**config.mk**
```make
export PLATFORM = sky130hd
export DESIGN_NAME = sbs_status_byte
export DESIGN_NICKNAME = d
export VERILOG_FILES = /design/src/design/sbs_event_flags.v /design/src/design/sbs_status_byte.v
export VERILOG_INCLUDE_DIRS = /design/src /design/src/design
export SDC_FILE = /design/constraint.sdc
export NUM_CORES = 1
export LEC_CHECK = 0
export BUFFER_PORTS_ARGS = -buffer_cell sky130_fd_sc_hd__buf_4
export CORE_UTILIZATION = 57
export DETAILED_ROUTE_END_ITERATION = 12
export PLACE_DENSITY = 0.82
export SETUP_SLACK_MARGIN = 0.5
export SYNTH_ARGS = -nofsm -noshare
export SYNTH_HDL_FRONTEND = slang
export SYNTH_SLANG_ARGS = --single-unit
export TNS_END_PERCENT = 1
```
**constraint.sdc**
```tcl
create_clock -name clk_sys_i -period 4.5 [get_ports clk_sys_i]
set_input_delay 0.45 -clock clk_sys_i [delete_from_list [all_inputs] [get_ports clk_sys_i]]
set_output_delay 0.45 -clock clk_sys_i [all_outputs]
set_load 0.02 [all_outputs]
```
**src/design/sbs_defs.vh**
```
// constants for the status byte and service request block
`ifndef SBS_DEFS_VH
`define SBS_DEFS_VH

// command codes on the command port
`define SBS_OP_NOP      4'h0
`define SBS_OP_STB_Q    4'h1
`define SBS_OP_SRE_W    4'h2
`define SBS_OP_SRE_Q    4'h3
`define SBS_OP_PRE_W    4'h4
`define SBS_OP_PRE_Q    4'h5
`define SBS_OP_ESE_W    4'h6
`define SBS_OP_ESE_Q    4'h7
`define SBS_OP_ESR_Q    4'h8
`define SBS_OP_IST_Q    4'h9
`define SBS_OP_OPC      4'hA
`define SBS_OP_CLS      4'hB

// status byte bit positions
`define SBS_STB_ERRQ    2
`define SBS_STB_QUES    3
`define SBS_STB_MAV     4
`define SBS_STB_ESB     5
`define SBS_STB_MSS     6
`define SBS_STB_OPER    7

// standard event flag bit positions
`define SBS_EV_OPC      0
`define SBS_EV_QYE      2
`define SBS_EV_DDE      3
`define SBS_EV_EXE      4
`define SBS_EV_CME      5
`define SBS_EV_URQ      6
`define SBS_EV_PON      7

// reset values, plus the unused-bit mask
`define SBS_SRE_RST     8'h00
`define SBS_PPE_RST     8'h00
`define SBS_ESE_RST     8'h00
`define SBS_ESR_RST     8'h80
`define SBS_UNUSED_MASK 8'hFC

// error code class bounds
`define SBS_CME_HI      (-100)
`define SBS_CME_LO      (-199)
`define SBS_EXE_HI      (-200)
`define SBS_EXE_LO      (-299)
`define SBS_DDE_HI      (-300)
`define SBS_DDE_LO      (-399)

`endif

```
**src/design/sbs_event_flags.v**
```verilog
// sticky standard event flags, cleared by reading
`timescale 1ns/1ns
module sbs_event_flags #(
  parameter WIDTH = 8
) (
  input  wire             clk_sys_i,
  input  wire             arst_n_i,
  input  wire [WIDTH-1:0] set_i,
  input  wire             clear_i,
  output wire [WIDTH-1:0] flags_o
);
`include "sbs_defs.vh"

  reg  [WIDTH-1:0] flags_ff;
  wire [WIDTH-1:0] nxt_flags;

  // a flag set in the clearing cycle survives the clear
  assign nxt_flags = (clear_i ? {WIDTH{1'b0}} : flags_ff) | set_i;

  // power-on event comes from the reset value itself
  always @(posedge clk_sys_i or negedge arst_n_i) begin
    if (!arst_n_i) begin
      flags_ff <= `SBS_ESR_RST;
    end else begin
      flags_ff <= nxt_flags;
    end
  end

  assign flags_o = flags_ff;

endmodule // sbs_event_flags

```
**src/design/sbs_status_byte.v**
```verilog
// status byte, service request, parallel poll and standard event logic
`timescale 1ns/1ns
module sbs_status_byte (
  input  wire              clk_sys_i,
  input  wire              arst_n_i,
  input  wire              cmd_valid_i,
  input  wire [3:0]        cmd_op_i,
  input  wire [7:0]        cmd_data_i,
  output wire              rsp_valid_o,
  output wire [7:0]        rsp_data_o,
  input  wire              spoll_i,
  output wire              spoll_valid_o,
  output wire [7:0]        spoll_data_o,
  output wire              ist_o,
  output wire              srq_o,
  input  wire              err_event_i,
  input  wire signed [15:0] err_code_i,
  output wire              err_enq_o,
  output wire [15:0]       err_code_o,
  input  wire              err_queue_nonempty_i,
  input  wire              ques_summary_i,
  input  wire              oper_summary_i,
  input  wire              mav_i,
  input  wire              all_done_i,
  input  wire              query_err_i,
  input  wire              local_i
);
`include "sbs_defs.vh"

  reg  [7:0]  sre_ff;
  reg  [7:0]  ppe_ff;
  reg  [7:0]  ese_ff;
  reg  [7:0]  req_prev_ff;
  reg         rqs_ff;
  reg         opc_pend_ff;
  reg         local_prev_ff;
  reg         ist_ff;
  reg         rsp_valid_ff;
  reg  [7:0]  rsp_data_ff;
  reg         spoll_valid_ff;
  reg  [7:0]  spoll_data_ff;
  reg         err_enq_ff;
  reg  [15:0] err_code_ff;

  reg  [7:0]  esr_set;
  reg  [7:0]  stb_low;
  wire [7:0]  standard_event_flags;
  wire        esr_clear;
  wire        esb;
  wire [7:0]  sre_eff;
  wire [7:0]  req_now;
  wire        mss;
  wire [7:0]  stb;
  wire        ist;
  wire        srq_event;
  wire        opc_done;
  wire        is_write;

  // true when a signed code lies inside an inclusive class range
  function in_range;
    input signed [15:0] code;
    input integer       lo;
    input integer       hi;
    begin
      in_range = (code >= lo) && (code <= hi);
    end
  endfunction

  // one strobed command of the given code
  function cmd_hit;
    input       valid;
    input [3:0] op;
    input [3:0] code;
    begin
      cmd_hit = valid && (op == code);
    end
  endfunction

  // maps an error code to the event flag its class sets
  function [7:0] err_class;
    input signed [15:0] code;
    begin
      err_class = 8'h00;
      if (in_range(code, `SBS_CME_LO, `SBS_CME_HI)) begin
        err_class[`SBS_EV_CME] = 1'b1;
      end else if (in_range(code, `SBS_EXE_LO, `SBS_EXE_HI)) begin
        err_class[`SBS_EV_EXE] = 1'b1;
      end else if (in_range(code, `SBS_DDE_LO, `SBS_DDE_HI) || code > 0) begin
        err_class[`SBS_EV_DDE] = 1'b1;
      end
    end
  endfunction

  // one-hot bit of a status byte position
  function [7:0] bit_at;
    input integer pos;
    begin
      bit_at = 8'h00;
      bit_at[pos] = 1'b1;
    end
  endfunction

  assign is_write  = cmd_hit(cmd_valid_i, cmd_op_i, `SBS_OP_SRE_W)
                   || cmd_hit(cmd_valid_i, cmd_op_i, `SBS_OP_PRE_W)
                   || cmd_hit(cmd_valid_i, cmd_op_i, `SBS_OP_ESE_W);

  // event flags
  assign opc_done  = opc_pend_ff && all_done_i;

  // each event source sets its own flag in every cycle it is active, an error only if its code lies in a class; remote/manual only on the rising edge of local_i
  always @* begin
    esr_set = 8'h00;
    if (opc_done) begin
      esr_set[`SBS_EV_OPC] = 1'b1;
    end
    if (query_err_i) begin
      esr_set[`SBS_EV_QYE] = 1'b1;
    end
    if (err_event_i) begin
      esr_set = esr_set | err_class(err_code_i);
    end
    if (local_i && !local_prev_ff) begin
      esr_set[`SBS_EV_URQ] = 1'b1;
    end
  end

  assign esr_clear = cmd_hit(cmd_valid_i, cmd_op_i, `SBS_OP_ESR_Q)
                   || cmd_hit(cmd_valid_i, cmd_op_i, `SBS_OP_CLS);

  sbs_event_flags #(
    .WIDTH (8)
  ) u_flags (
    .clk_sys_i (clk_sys_i),
    .arst_n_i  (arst_n_i),
    .set_i     (esr_set),
    .clear_i   (esr_clear),
    .flags_o   (standard_event_flags)
  );

  // summary of enabled flags; any set flag whose enable is set raises it
  assign esb = |(standard_event_flags & ese_ff);

  // status byte without its summary bit; bits 0 and 1 stay zero
  always @* begin
    stb_low                = 8'h00;
    stb_low[`SBS_STB_ERRQ] = err_queue_nonempty_i;
    stb_low[`SBS_STB_QUES] = ques_summary_i;
    stb_low[`SBS_STB_MAV]  = mav_i;
    stb_low[`SBS_STB_ESB]  = esb;
    stb_low[`SBS_STB_OPER] = oper_summary_i;
  end

  // enable bit 6 never takes part in the request
  assign sre_eff = sre_ff & ~bit_at(`SBS_STB_MSS);
  assign req_now = stb_low & sre_eff;
  assign mss     = |req_now;
  assign stb     = stb_low | (mss ? bit_at(`SBS_STB_MSS) : 8'h00);

  // every bit including 6 counts for the poll flag
  assign ist = |(stb & ppe_ff);

  // edge per bit, plus every new error entry while its enable is set
  assign srq_event = (|(req_now & ~req_prev_ff))
                   || (err_event_i && sre_eff[`SBS_STB_ERRQ]);

  // enable masks, written by their set commands
  always @(posedge clk_sys_i or negedge arst_n_i) begin
    if (!arst_n_i) begin
      sre_ff <= `SBS_SRE_RST;
      ppe_ff <= `SBS_PPE_RST;
      ese_ff <= `SBS_ESE_RST;
    end else begin
      if (is_write) begin
        case (cmd_op_i)
          `SBS_OP_SRE_W: begin
            sre_ff <= cmd_data_i;
          end
          `SBS_OP_PRE_W: begin
            ppe_ff <= cmd_data_i;
          end
          `SBS_OP_ESE_W: begin
            ese_ff <= cmd_data_i;
          end
          default: begin
            sre_ff <= sre_ff;
          end
        endcase
      end
    end
  end

  // request edge history, sticky request and registered poll flag
  always @(posedge clk_sys_i or negedge arst_n_i) begin
    if (!arst_n_i) begin
      req_prev_ff <= 8'h00;
      rqs_ff      <= 1'b0;
      ist_ff      <= 1'b0;
    end else begin
      req_prev_ff <= req_now;
      // a new request in the poll cycle is kept
      rqs_ff      <= srq_event | (rqs_ff & ~spoll_i);
      ist_ff      <= ist;
    end
  end

  // pending operation-complete and remote/manual history
  always @(posedge clk_sys_i or negedge arst_n_i) begin
    if (!arst_n_i) begin
      opc_pend_ff   <= 1'b0;
      local_prev_ff <= 1'b0;
    end else begin
      if (cmd_hit(cmd_valid_i, cmd_op_i, `SBS_OP_OPC)) begin
        opc_pend_ff <= 1'b1;
      end else if (opc_done) begin
        opc_pend_ff <= 1'b0;
      end
      local_prev_ff <= local_i;
    end
  end

  // command answers, one cycle after the command
  always @(posedge clk_sys_i or negedge arst_n_i) begin
    if (!arst_n_i) begin
      rsp_valid_ff <= 1'b0;
      rsp_data_ff  <= 8'h00;
    end else begin
      rsp_valid_ff <= 1'b0;
      rsp_data_ff  <= 8'h00;
      if (cmd_valid_i) begin
        case (cmd_op_i)
          `SBS_OP_STB_Q: begin
            rsp_valid_ff <= 1'b1;
            rsp_data_ff  <= stb;
          end
          `SBS_OP_SRE_Q: begin
            rsp_valid_ff <= 1'b1;
            rsp_data_ff  <= sre_ff;
          end
          `SBS_OP_PRE_Q: begin
            rsp_valid_ff <= 1'b1;
            rsp_data_ff  <= ppe_ff;
          end
          `SBS_OP_ESE_Q: begin
            rsp_valid_ff <= 1'b1;
            rsp_data_ff  <= ese_ff;
          end
          `SBS_OP_ESR_Q: begin
            rsp_valid_ff <= 1'b1;
            rsp_data_ff  <= standard_event_flags;
          end
          `SBS_OP_IST_Q: begin
            rsp_valid_ff <= 1'b1;
            rsp_data_ff  <= {7'h00, ist};
          end
          default: begin
            rsp_valid_ff <= 1'b0;
          end
        endcase
      end
    end
  end

  // serial poll answer and forwarding of error codes to the queue
  always @(posedge clk_sys_i or negedge arst_n_i) begin
    if (!arst_n_i) begin
      spoll_valid_ff <= 1'b0;
      spoll_data_ff  <= 8'h00;
      err_enq_ff     <= 1'b0;
      err_code_ff    <= 16'h0000;
    end else begin
      spoll_valid_ff <= spoll_i;
      spoll_data_ff  <= spoll_i ? stb : 8'h00;
      err_enq_ff     <= err_event_i;
      if (err_event_i) begin
        err_code_ff  <= err_code_i;
      end
    end
  end

  assign rsp_valid_o   = rsp_valid_ff;
  assign rsp_data_o    = rsp_data_ff;
  assign spoll_valid_o = spoll_valid_ff;
  assign spoll_data_o  = spoll_data_ff;
  assign ist_o         = ist_ff;
  assign srq_o         = rqs_ff;
  assign err_enq_o     = err_enq_ff;
  assign err_code_o    = err_code_ff;

endmodule // sbs_status_byte

```
==> results of run 1 <==
-- stage by stage --
stage / hold slack, ns / std cells / total power, mW
after floorplan: 0.154 / 258 / 0.994
after global placement: 0.408 / 391 / 1.13
after detailed placement: 0.414 / 391 / 1.14
after CTS: 0.222 / 407 / 1.56
after global routing: 0.213 / 407 / 1.63
final: 0.218 / 407 / 1.55
-- kinds of logic (layout without fill, tap and decap cells) --
kind of cell,Yosys count,in the layout,share of synthesized area [%]
AOI/OAI and AO/OA,49,49,11.7
xor gates and xnor gates,1,1,0.273
buffers and inverters,22,101,3.16
DFF,73,73,57.0
muxes,44,44,15.4
other,1,2,0.117
and+or+nand+nor,67,67,12.4
-- worst max-delay path, cell delays in order (launching register included) --
cell      delay (ns)
dfrtp_1         0.41
a222oi_1        0.35
nand3_1         0.24
a221o_1         0.42
a22o_1          0.18
-- routing by layer --
layer | vias up | global-route usage (%)
met4 | 0 | 11.1
met5 | - | 0
li1 | 1102 | -
met2 | 110 | 41.5
met3 | 15 | 7.86
met1 | 1153 | 33.0
-- cell usage after synthesis, drive strengths merged (2+ instances only) --
library cell,n
nand2b,4
o22ai,4
nand3,7
nor4,3
o21ai,6
buf,9
o211ai,2
dfrtp,72
a21oi,6
nor3,4
a32o,2
a32oi,7
nand2,13
inv,11
nand4,4
mux2i,2
nor2b,5
and2,6
clkbuf,2
nor3b,2
nor4b,3
a222oi,4
mux2,42
a2bb2oi,2
a21o,2
a22o,2
nor2,11
a22oi,5
-- cell type report --
cell class | count | area, um^2 | area share (%)
flip-flops and latches | 73 | 1830 | 46.3
multi-input cells | 163 | 1280 | 32.4
repair buffers | 74 | 556 | 14.1
clock buffers | 12 | 135 | 3.42
well taps | 70 | 87.6 | 2.22
inverters | 11 | 41.3 | 1.05
clock inverters | 4 | 20.0 | 0.507
-- cell usage in the layout, fill, tap and decap left out, types with 5 or more instances in the layout --
cell type / Yosys / routed
buf_4: 3 / 74
mux2_2: 42 / 42
inv_1: 11 / 11
nand3_1: 7 / 7
a22oi_1: 5 / 5
nor2b_1: 5 / 5
nor2_1: 10 / 10
and2_1: 6 / 6
clkbuf_8: 0 / 9
a21oi_1: 6 / 6
nand2_1: 13 / 13
a32oi_1: 7 / 7
o21ai_0: 5 / 5
dfrtp_1: 72 / 72
-- flip-flops by register name, summed over array words and instances (netlist names), 5 cells and up --
signal           flops
err_code_o          16
spoll_data_o         6
u_flags.flags_o      7
rsp_data_o           8
ppe_ff               8
req_prev_ff          5
sre_ff               8
ese_ff               8
-- power by group through the flow --
stage	Combinational (mW)	Sequential [mW]	Clock, mW
floorplan	0.154	0.840	0
global placement	0.307	0.819	0
detailed placement	0.316	0.823	0
CTS	0.319	0.811	0.429
global route	0.344	0.821	0.460
finish	0.317	0.813	0.425
-- worst max-delay path by stage --
stage | cells past startpoint | slack [ns] | endpoint
floorplan | 4 | 2.84 | ppe_ff[0]
global placement | 5 | 2.65 | rsp_data_o[0]
detailed placement | 5 | 2.61 | rsp_data_o[0]
CTS | 4 | 2.82 | rsp_data_o[0]
global route | 4 | 2.64 | rsp_data_o[0]
finish | 4 | 2.80 | rsp_data_o[0]
==> metrics.txt, run 1 <==
status finished clean; met3 wire length 568 um; initial core utilization 60.8%; Area Overhead vs Synth 23.1%; chip width 77.0 um; crit path launch ese_ff[6]; CP startpoint kind flip-flop; drt wl/cell 17.4 um; metal2 WL 3420 um; final number of hold-violating endpoints 0; Final Util 74.9%; hold_buf cts 0; drc violations 0; DR top layer met4; FF-to-FF Start ese_ff[6]; ratio of cells with drive above 1 in the final layout 40.4%; synth warn 0; post-synthesis area per instance 12.5 um^2; Seq pwr share 52.3%; remaining antenna violation count 0; vias per cell 5.85; Max-Cap Viols 0; Sw Pwr 0.452 mW; number of distinct library cells after synthesis 48; endpoints failing setup 0; CTS root buf clkbuf_8; initial drt markers 294; cell area after layout 3950 um^2; clock power share 27.3%; CTS resizes 0; flops & latches, synth 73; post-synth top area cell dfrtp_1; f_max 590 MHz; Clk Latency, worst-skew pair 0.35 ns; Pins Over Slew Limit 0; minimum setup slack among reg-to-reg paths 2.80 ns; FP Rows 26; Reg2Reg Depth 4; Clk pin slew, worst setup/hold paths 0.07 ns; post-synthesis instance total 257; global-route usage over all layers 26.0%; DP Worst Slack 2.61 ns; dominant synthesized flop cell dfrtp_1; via count 2380; Ports 77; Slew headroom 41.9%; CTS buffer count 9; WS Path Type flip-flop to flip-flop; Logic pwr share 20.4%; initial antenna violation count 0; die height 77.0 um; sequential element share of the synthesized area 57.0%; gr ovfl total 0; FILL cells 395; DIE AREA 5930 um^2; Reg-to-Reg End rsp_data_o[0]; pin count of the biggest net entering global routing 74; maximum vdd drop 0.217 mV; CP arrival 1.94 ns; global-route wire length before repair 11800 um; hpwl dp 5010 um; Post-Syn Area 3210 um^2; Placed Area 3790 um^2; clock skew 0.00914 ns; top-area cell type share of the netlist area 56.2%; CTS tree built; clk buf depth 2; Final GP Congestion 0.847; Net Sw Frac 29.1%; LEAKAGE 1.84 nW; final worst setup slack 2.80 ns; Pwr per Cell Area 394 nW/um^2; postcts setup bufs 0; clock period minus worst slack 1.70 ns; crit-path max FO 5; Clock H-tree levels 3; routed wire length 7060 um; top cells by area, synth dfrtp_1 56%, mux2_2 15%, a32oi_1 1.9%; Core Box Area 5270 um^2; RSZ-0062 raised after global routing no; Worst-Margin Slew 0.871 ns; first drt pass iteration count 4; Critical Path Sink Type flip-flop; # diodes 0; min-delay worst type input port to async pin; TNS Setup 0 ns; number of port buffers 74; final net count 372; P_int 1.10 mW; CTS Sinks 73; vias in the first global route 2457; DRT met1 WL 2940 um; worst path required time 4.74 ns; FFs w/ async S/R, synth 100%; Post-synth EDFFs 0; Tcrit/Tclk final 37.7%
(Power assumes the default switching activity.)
==> run 2, diff against run 1 <==
CORE_UTILIZATION = 53   (was 57)
PLACE_DENSITY = 0.77   (was 0.82)
clock period = 1.6 ns   (was 4.5 ns; I/O delays follow)
==> metrics.txt, run 2 (synthesized netlist as in run 1, its figures left out) <==
status finished clean; Pins Over Slew Limit 0; Pwr per Cell Area 1180 nW/um^2; first drt pass iteration count 4; RSZ-0062 raised after global routing yes; pin count of the biggest net entering global routing 36; global-route wire length before repair 12600 um; CTS buffer count 9; DIE AREA 6370 um^2; endpoints failing setup 0; gr ovfl total 0; # diodes 0; hold slack 0.0231 ns; chip width 79.8 um; f_max 662 MHz; Largest register FFs 16; Area Overhead vs Synth 30.2%; vias in the first global route 2547; FILL cells 434; global-route usage over all layers 27.0%; Clock H-tree levels 3; final worst setup slack 0.0900 ns; Ports 77; CP startpoint kind flip-flop; Core Box Area 5680 um^2; hpwl dp 5460 um; drt wl/cell 18.0 um; CTS root buf clkbuf_8; worst path required time 1.83 ns; crit-path max FO 2; initial drt markers 215; area taken by multi-input logic gates 1280 um^2; Final GP Congestion 0.860; Max-Cap Viols 0; via count 2516; Clk Latency, worst-skew pair 0.34 ns; remaining antenna violation count 0; routed wire length 7650 um; CTS Sinks 73; FF+latch area 1830 um^2; Critical Path Sink Type flip-flop; vias per cell 5.92; drc violations 0; clk buf depth 2; initial antenna violation count 0; CP arrival 1.74 ns; initial core utilization 56.5%; overall power 4.94 mW; FP Rows 27; min-delay worst type input port to flip-flop; commonest non-fill, non-tap cells in the layout 86 x buf_4, 72 x dfrtp_1, 42 x mux2_2; Tcrit/Tclk final 94.4%; most common cell after layout, fill and taps aside buf_4; final net count 388; maximum vdd drop 0.631 mV; cell area after layout 4180 um^2; Placed Area 3890 um^2; clock period minus worst slack 1.51 ns; WS Path Type flip-flop to flip-flop; number of port buffers 74; clock skew 0.00883 ns; DP Worst Slack 0.125 ns; Clk pin slew, worst setup/hold paths 0.07 ns; TNS Setup 0 ns; LEAKAGE 1.95 nW; ratio of cells with drive above 1 in the final layout 42.8%; final number of hold-violating endpoints 0; die height 79.8 um; CTS tree built
==> run 2: changes by cell type in the layout (fill, tap and decap cells not counted), sizes merged <==
cell | previous run | this run
clkinv | 4 | 2
buf | 74 | 87
clkbuf | 12 | 11
bufinv | 0 | 3
dlygate4sd3 | 0 | 3
==> run 2: metrics by stage <==
| step | instances | utilization (%) |
|---|---|---|
| after floorplan | 258 | - |
| after global placement | 404 | 68.6 |
| after detailed placement | 404 | 68.6 |
| after CTS | 425 | 73.6 |
| after global routing | 425 | 73.6 |
| final | 425 | 73.6 |
==> run 2: final timing paths <==
kind	to	from	cells past startpoint	slack, ns
worst max register to register	rsp_data_o[0]	u_flags.flags_o[6]	4	0.09
worst max-delay path	rsp_data_o[0]	u_flags.flags_o[6]	4	0.09
worst min register to register	u_flags.flags_o[6]	local_prev_ff	1	0.44
worst min-delay path	u_flags.flags_o[2]	query_err_i	2	0.02
max in group asynchronous	u_flags.flags_o[6]	arst_n_i	3	0.78
min in group asynchronous	spoll_data_o[2]	arst_n_i	2	0.31
==> run 2: report_power, final <==
| group | switching (mW) | internal, mW |
|---|---|---|
| combinational | 0.473 | 0.479 |
| clock | 0.667 | 1.04 |
| sequential | 0.183 | 2.10 |
==> run 2: area by class of cell <==
cell class                      instances  area share (%)
Timing Repair Buffer                   90            16.7
Multi-Input combinational cell        163            30.8
Clock buffer                           11            3.15
Inverter                               11           0.989
Clock inverter                          5            2.49
Tap cell                               72            2.16
Sequential cell                        73            43.8
==> run 2: worst max-delay path: stages, from the launching register on <==
cell and delay (ns):
dfrtp_1 0.39, a222oi_1 0.35, nand3_1 0.14, a221o_1 0.33, a22o_1 0.19
==> run 2: routing by layer <==
metal	routed length, um	vias to the layer above	track usage [%]
li1	-	1130	-
met1	3110	1239	34.0
met2	3780	122	44.2
met3	537	25	6.86
met4	219	0	11.4
met5	0	-	0
==> run 2: what timing repair did <==
item | CTS | global route
pin swaps | 2 | 0
hold buffers | 3 | 0
setup buffers | 2 | 0
setup endpoints to repair | 11 | 27
endpoints found under the hold margin | 33 | 0
gates resized for setup | 1 | 0
==> run 3, diff against run 2 <==
CORE_UTILIZATION = 57   (was 53)
PLACE_DENSITY = 0.82   (was 0.77)
clock period = 1.9 ns   (was 1.6 ns; I/O delays follow)
==> metrics.txt, run 3 (synthesized netlist as in run 1, its figures left out) <==
status finished clean; crit-path max cell delay 0.40 ns; TNS Setup 0 ns; layer with the highest usage met2; pin count of the biggest net entering global routing 45; endpoints failing setup 0; commonest non-fill, non-tap cells in the layout 79 x buf_4, 72 x dfrtp_1, 42 x mux2_2; Pins Over Slew Limit 0; chip width 77.0 um; CTS buffer count 9; drt wl/cell 17.2 um; clock skew 0.00588 ns; Tcrit/Tclk final 81.2%; initial drt markers 187; Slowest cell on crit path dfrtp_1; Pwr per Cell Area 919 nW/um^2; RSZ-0062 raised after global routing yes; DIE AREA 5930 um^2; CP startpoint kind flip-flop; FILL cells 361; Max-Cap Viols 0; initial core utilization 60.8%; number of port buffers 74; crit-path max FO 3; routed wire length 7100 um; remaining antenna violation count 0; Core Box Area 5270 um^2; clock period minus worst slack 1.54 ns; Ports 77; Largest register FFs 16; vias per cell 6.02; ratio of cells with drive above 1 in the final layout 41.2%; hpwl dp 5150 um; worst path cell trace a222oi_1, nand3_1, a221o_1, a22o_1; Final GP Congestion 0.858; f_max 648 MHz; CTS root buf clkbuf_8; CP arrival 1.77 ns; WS Path Type flip-flop to flip-flop; CTS Sinks 73; # diodes 0; vias in the first global route 2454; die height 77.0 um; min-delay worst type input port to flip-flop; worst path required time 2.13 ns; Clk pin slew, worst setup/hold paths 0.07 ns; met1 GRT Util 33.4%; final number of hold-violating endpoints 0; DP Worst Slack 0.299 ns; LEAKAGE 1.87 nW; Final Util 76.4%; final worst setup slack 0.357 ns; drc violations 0; Worst-Margin Slew 0.503 ns; global-route wire length before repair 11800 um; global-route usage over all layers 26.2%; CTS tree built; gr ovfl total 0; Area Overhead vs Synth 25.5%; GRT met2 Usage 42.1%; first drt pass iteration count 5; most common cell after layout, fill and taps aside buf_4; Clock H-tree levels 3; FP Rows 26; met3 Usage GRT 6.07%; Critical Path Sink Type flip-flop; via count 2481; Clk Latency, worst-skew pair 0.34 ns; final net count 380; initial antenna violation count 0; clk buf depth 2; maximum vdd drop 0.495 mV; Slew headroom 66.4%
run 3: area by class of cell:
class | count | area [um^2] | area share (%)
Sequential cell | 73 | 1830 | 45.4
Multi-Input combinational cell | 163 | 1280 | 31.9
Timing Repair Buffer | 82 | 633 | 15.7
Clock buffer | 12 | 145 | 3.61
Tap cell | 70 | 87.6 | 2.18
Inverter | 11 | 41.3 | 1.03
Clock inverter | 1 | 5.00 | 0.124
run 3: path summary, 6_finish.rpt:
| check | start | end | cells after the start | slack [ns] |
|---|---|---|---|---|
| min in group asynchronous | arst_n_i | spoll_valid_o | 2 | 0.33 |
| hold reg to reg | local_prev_ff | u_flags.flags_o[6] | 1 | 0.42 |
| setup reg to reg | u_flags.flags_o[6] | rsp_data_o[0] | 4 | 0.36 |
| hold / removal | spoll_i | spoll_valid_o | 1 | 0.02 |
| max in group asynchronous | arst_n_i | u_flags.flags_o[7] | 3 | 0.96 |
| setup / recovery | u_flags.flags_o[6] | rsp_data_o[0] | 4 | 0.36 |
run 3: where the power goes:
group	switching (mW)	internal (mW)	total [mW]
sequential	0.154	1.77	1.93
clock	0.501	0.487	0.987
combinational	0.389	0.393	0.782
run 3: through the flow:
stage / instances / power, mW / area [um^2] / hold slack (ns)
after CTS: 412 / 3.72 / 4030 / 0.00659
after global placement: 396 / 2.67 / 3840 / 0.135
after floorplan: 258 / 2.35 / 3210 / -0.106
after detailed placement: 396 / 2.71 / 3840 / 0.139
final: 412 / 3.70 / 4030 / 0.0181
after global routing: 412 / 3.87 / 4030 / 0.0139
run 3: critical path, delay by kind of cell (launching register included):
kind | cells | cell delay [ns]
flops | 1 | 0.40
simple gates | 1 | 0.16
compound gates | 3 | 0.88
run 3: timing repair:
| action | in CTS | in global routing |
|---|---|---|
| hold endpoints to repair | 30 | 0 |
| pin swaps | 2 | 1 |
| endpoints found under the setup margin | 4 | 7 |
| hold buffers | 2 | 0 |
| resized for setup | 1 | 0 |
| buffers inserted | 1 | 0 |
run 3: layer usage:
layer,vias up,part of all wire (%)
met2,117,50
met1,1224,41
met4,0,2.1
met5,-,0
met3,18,7.3
li1,1122,-
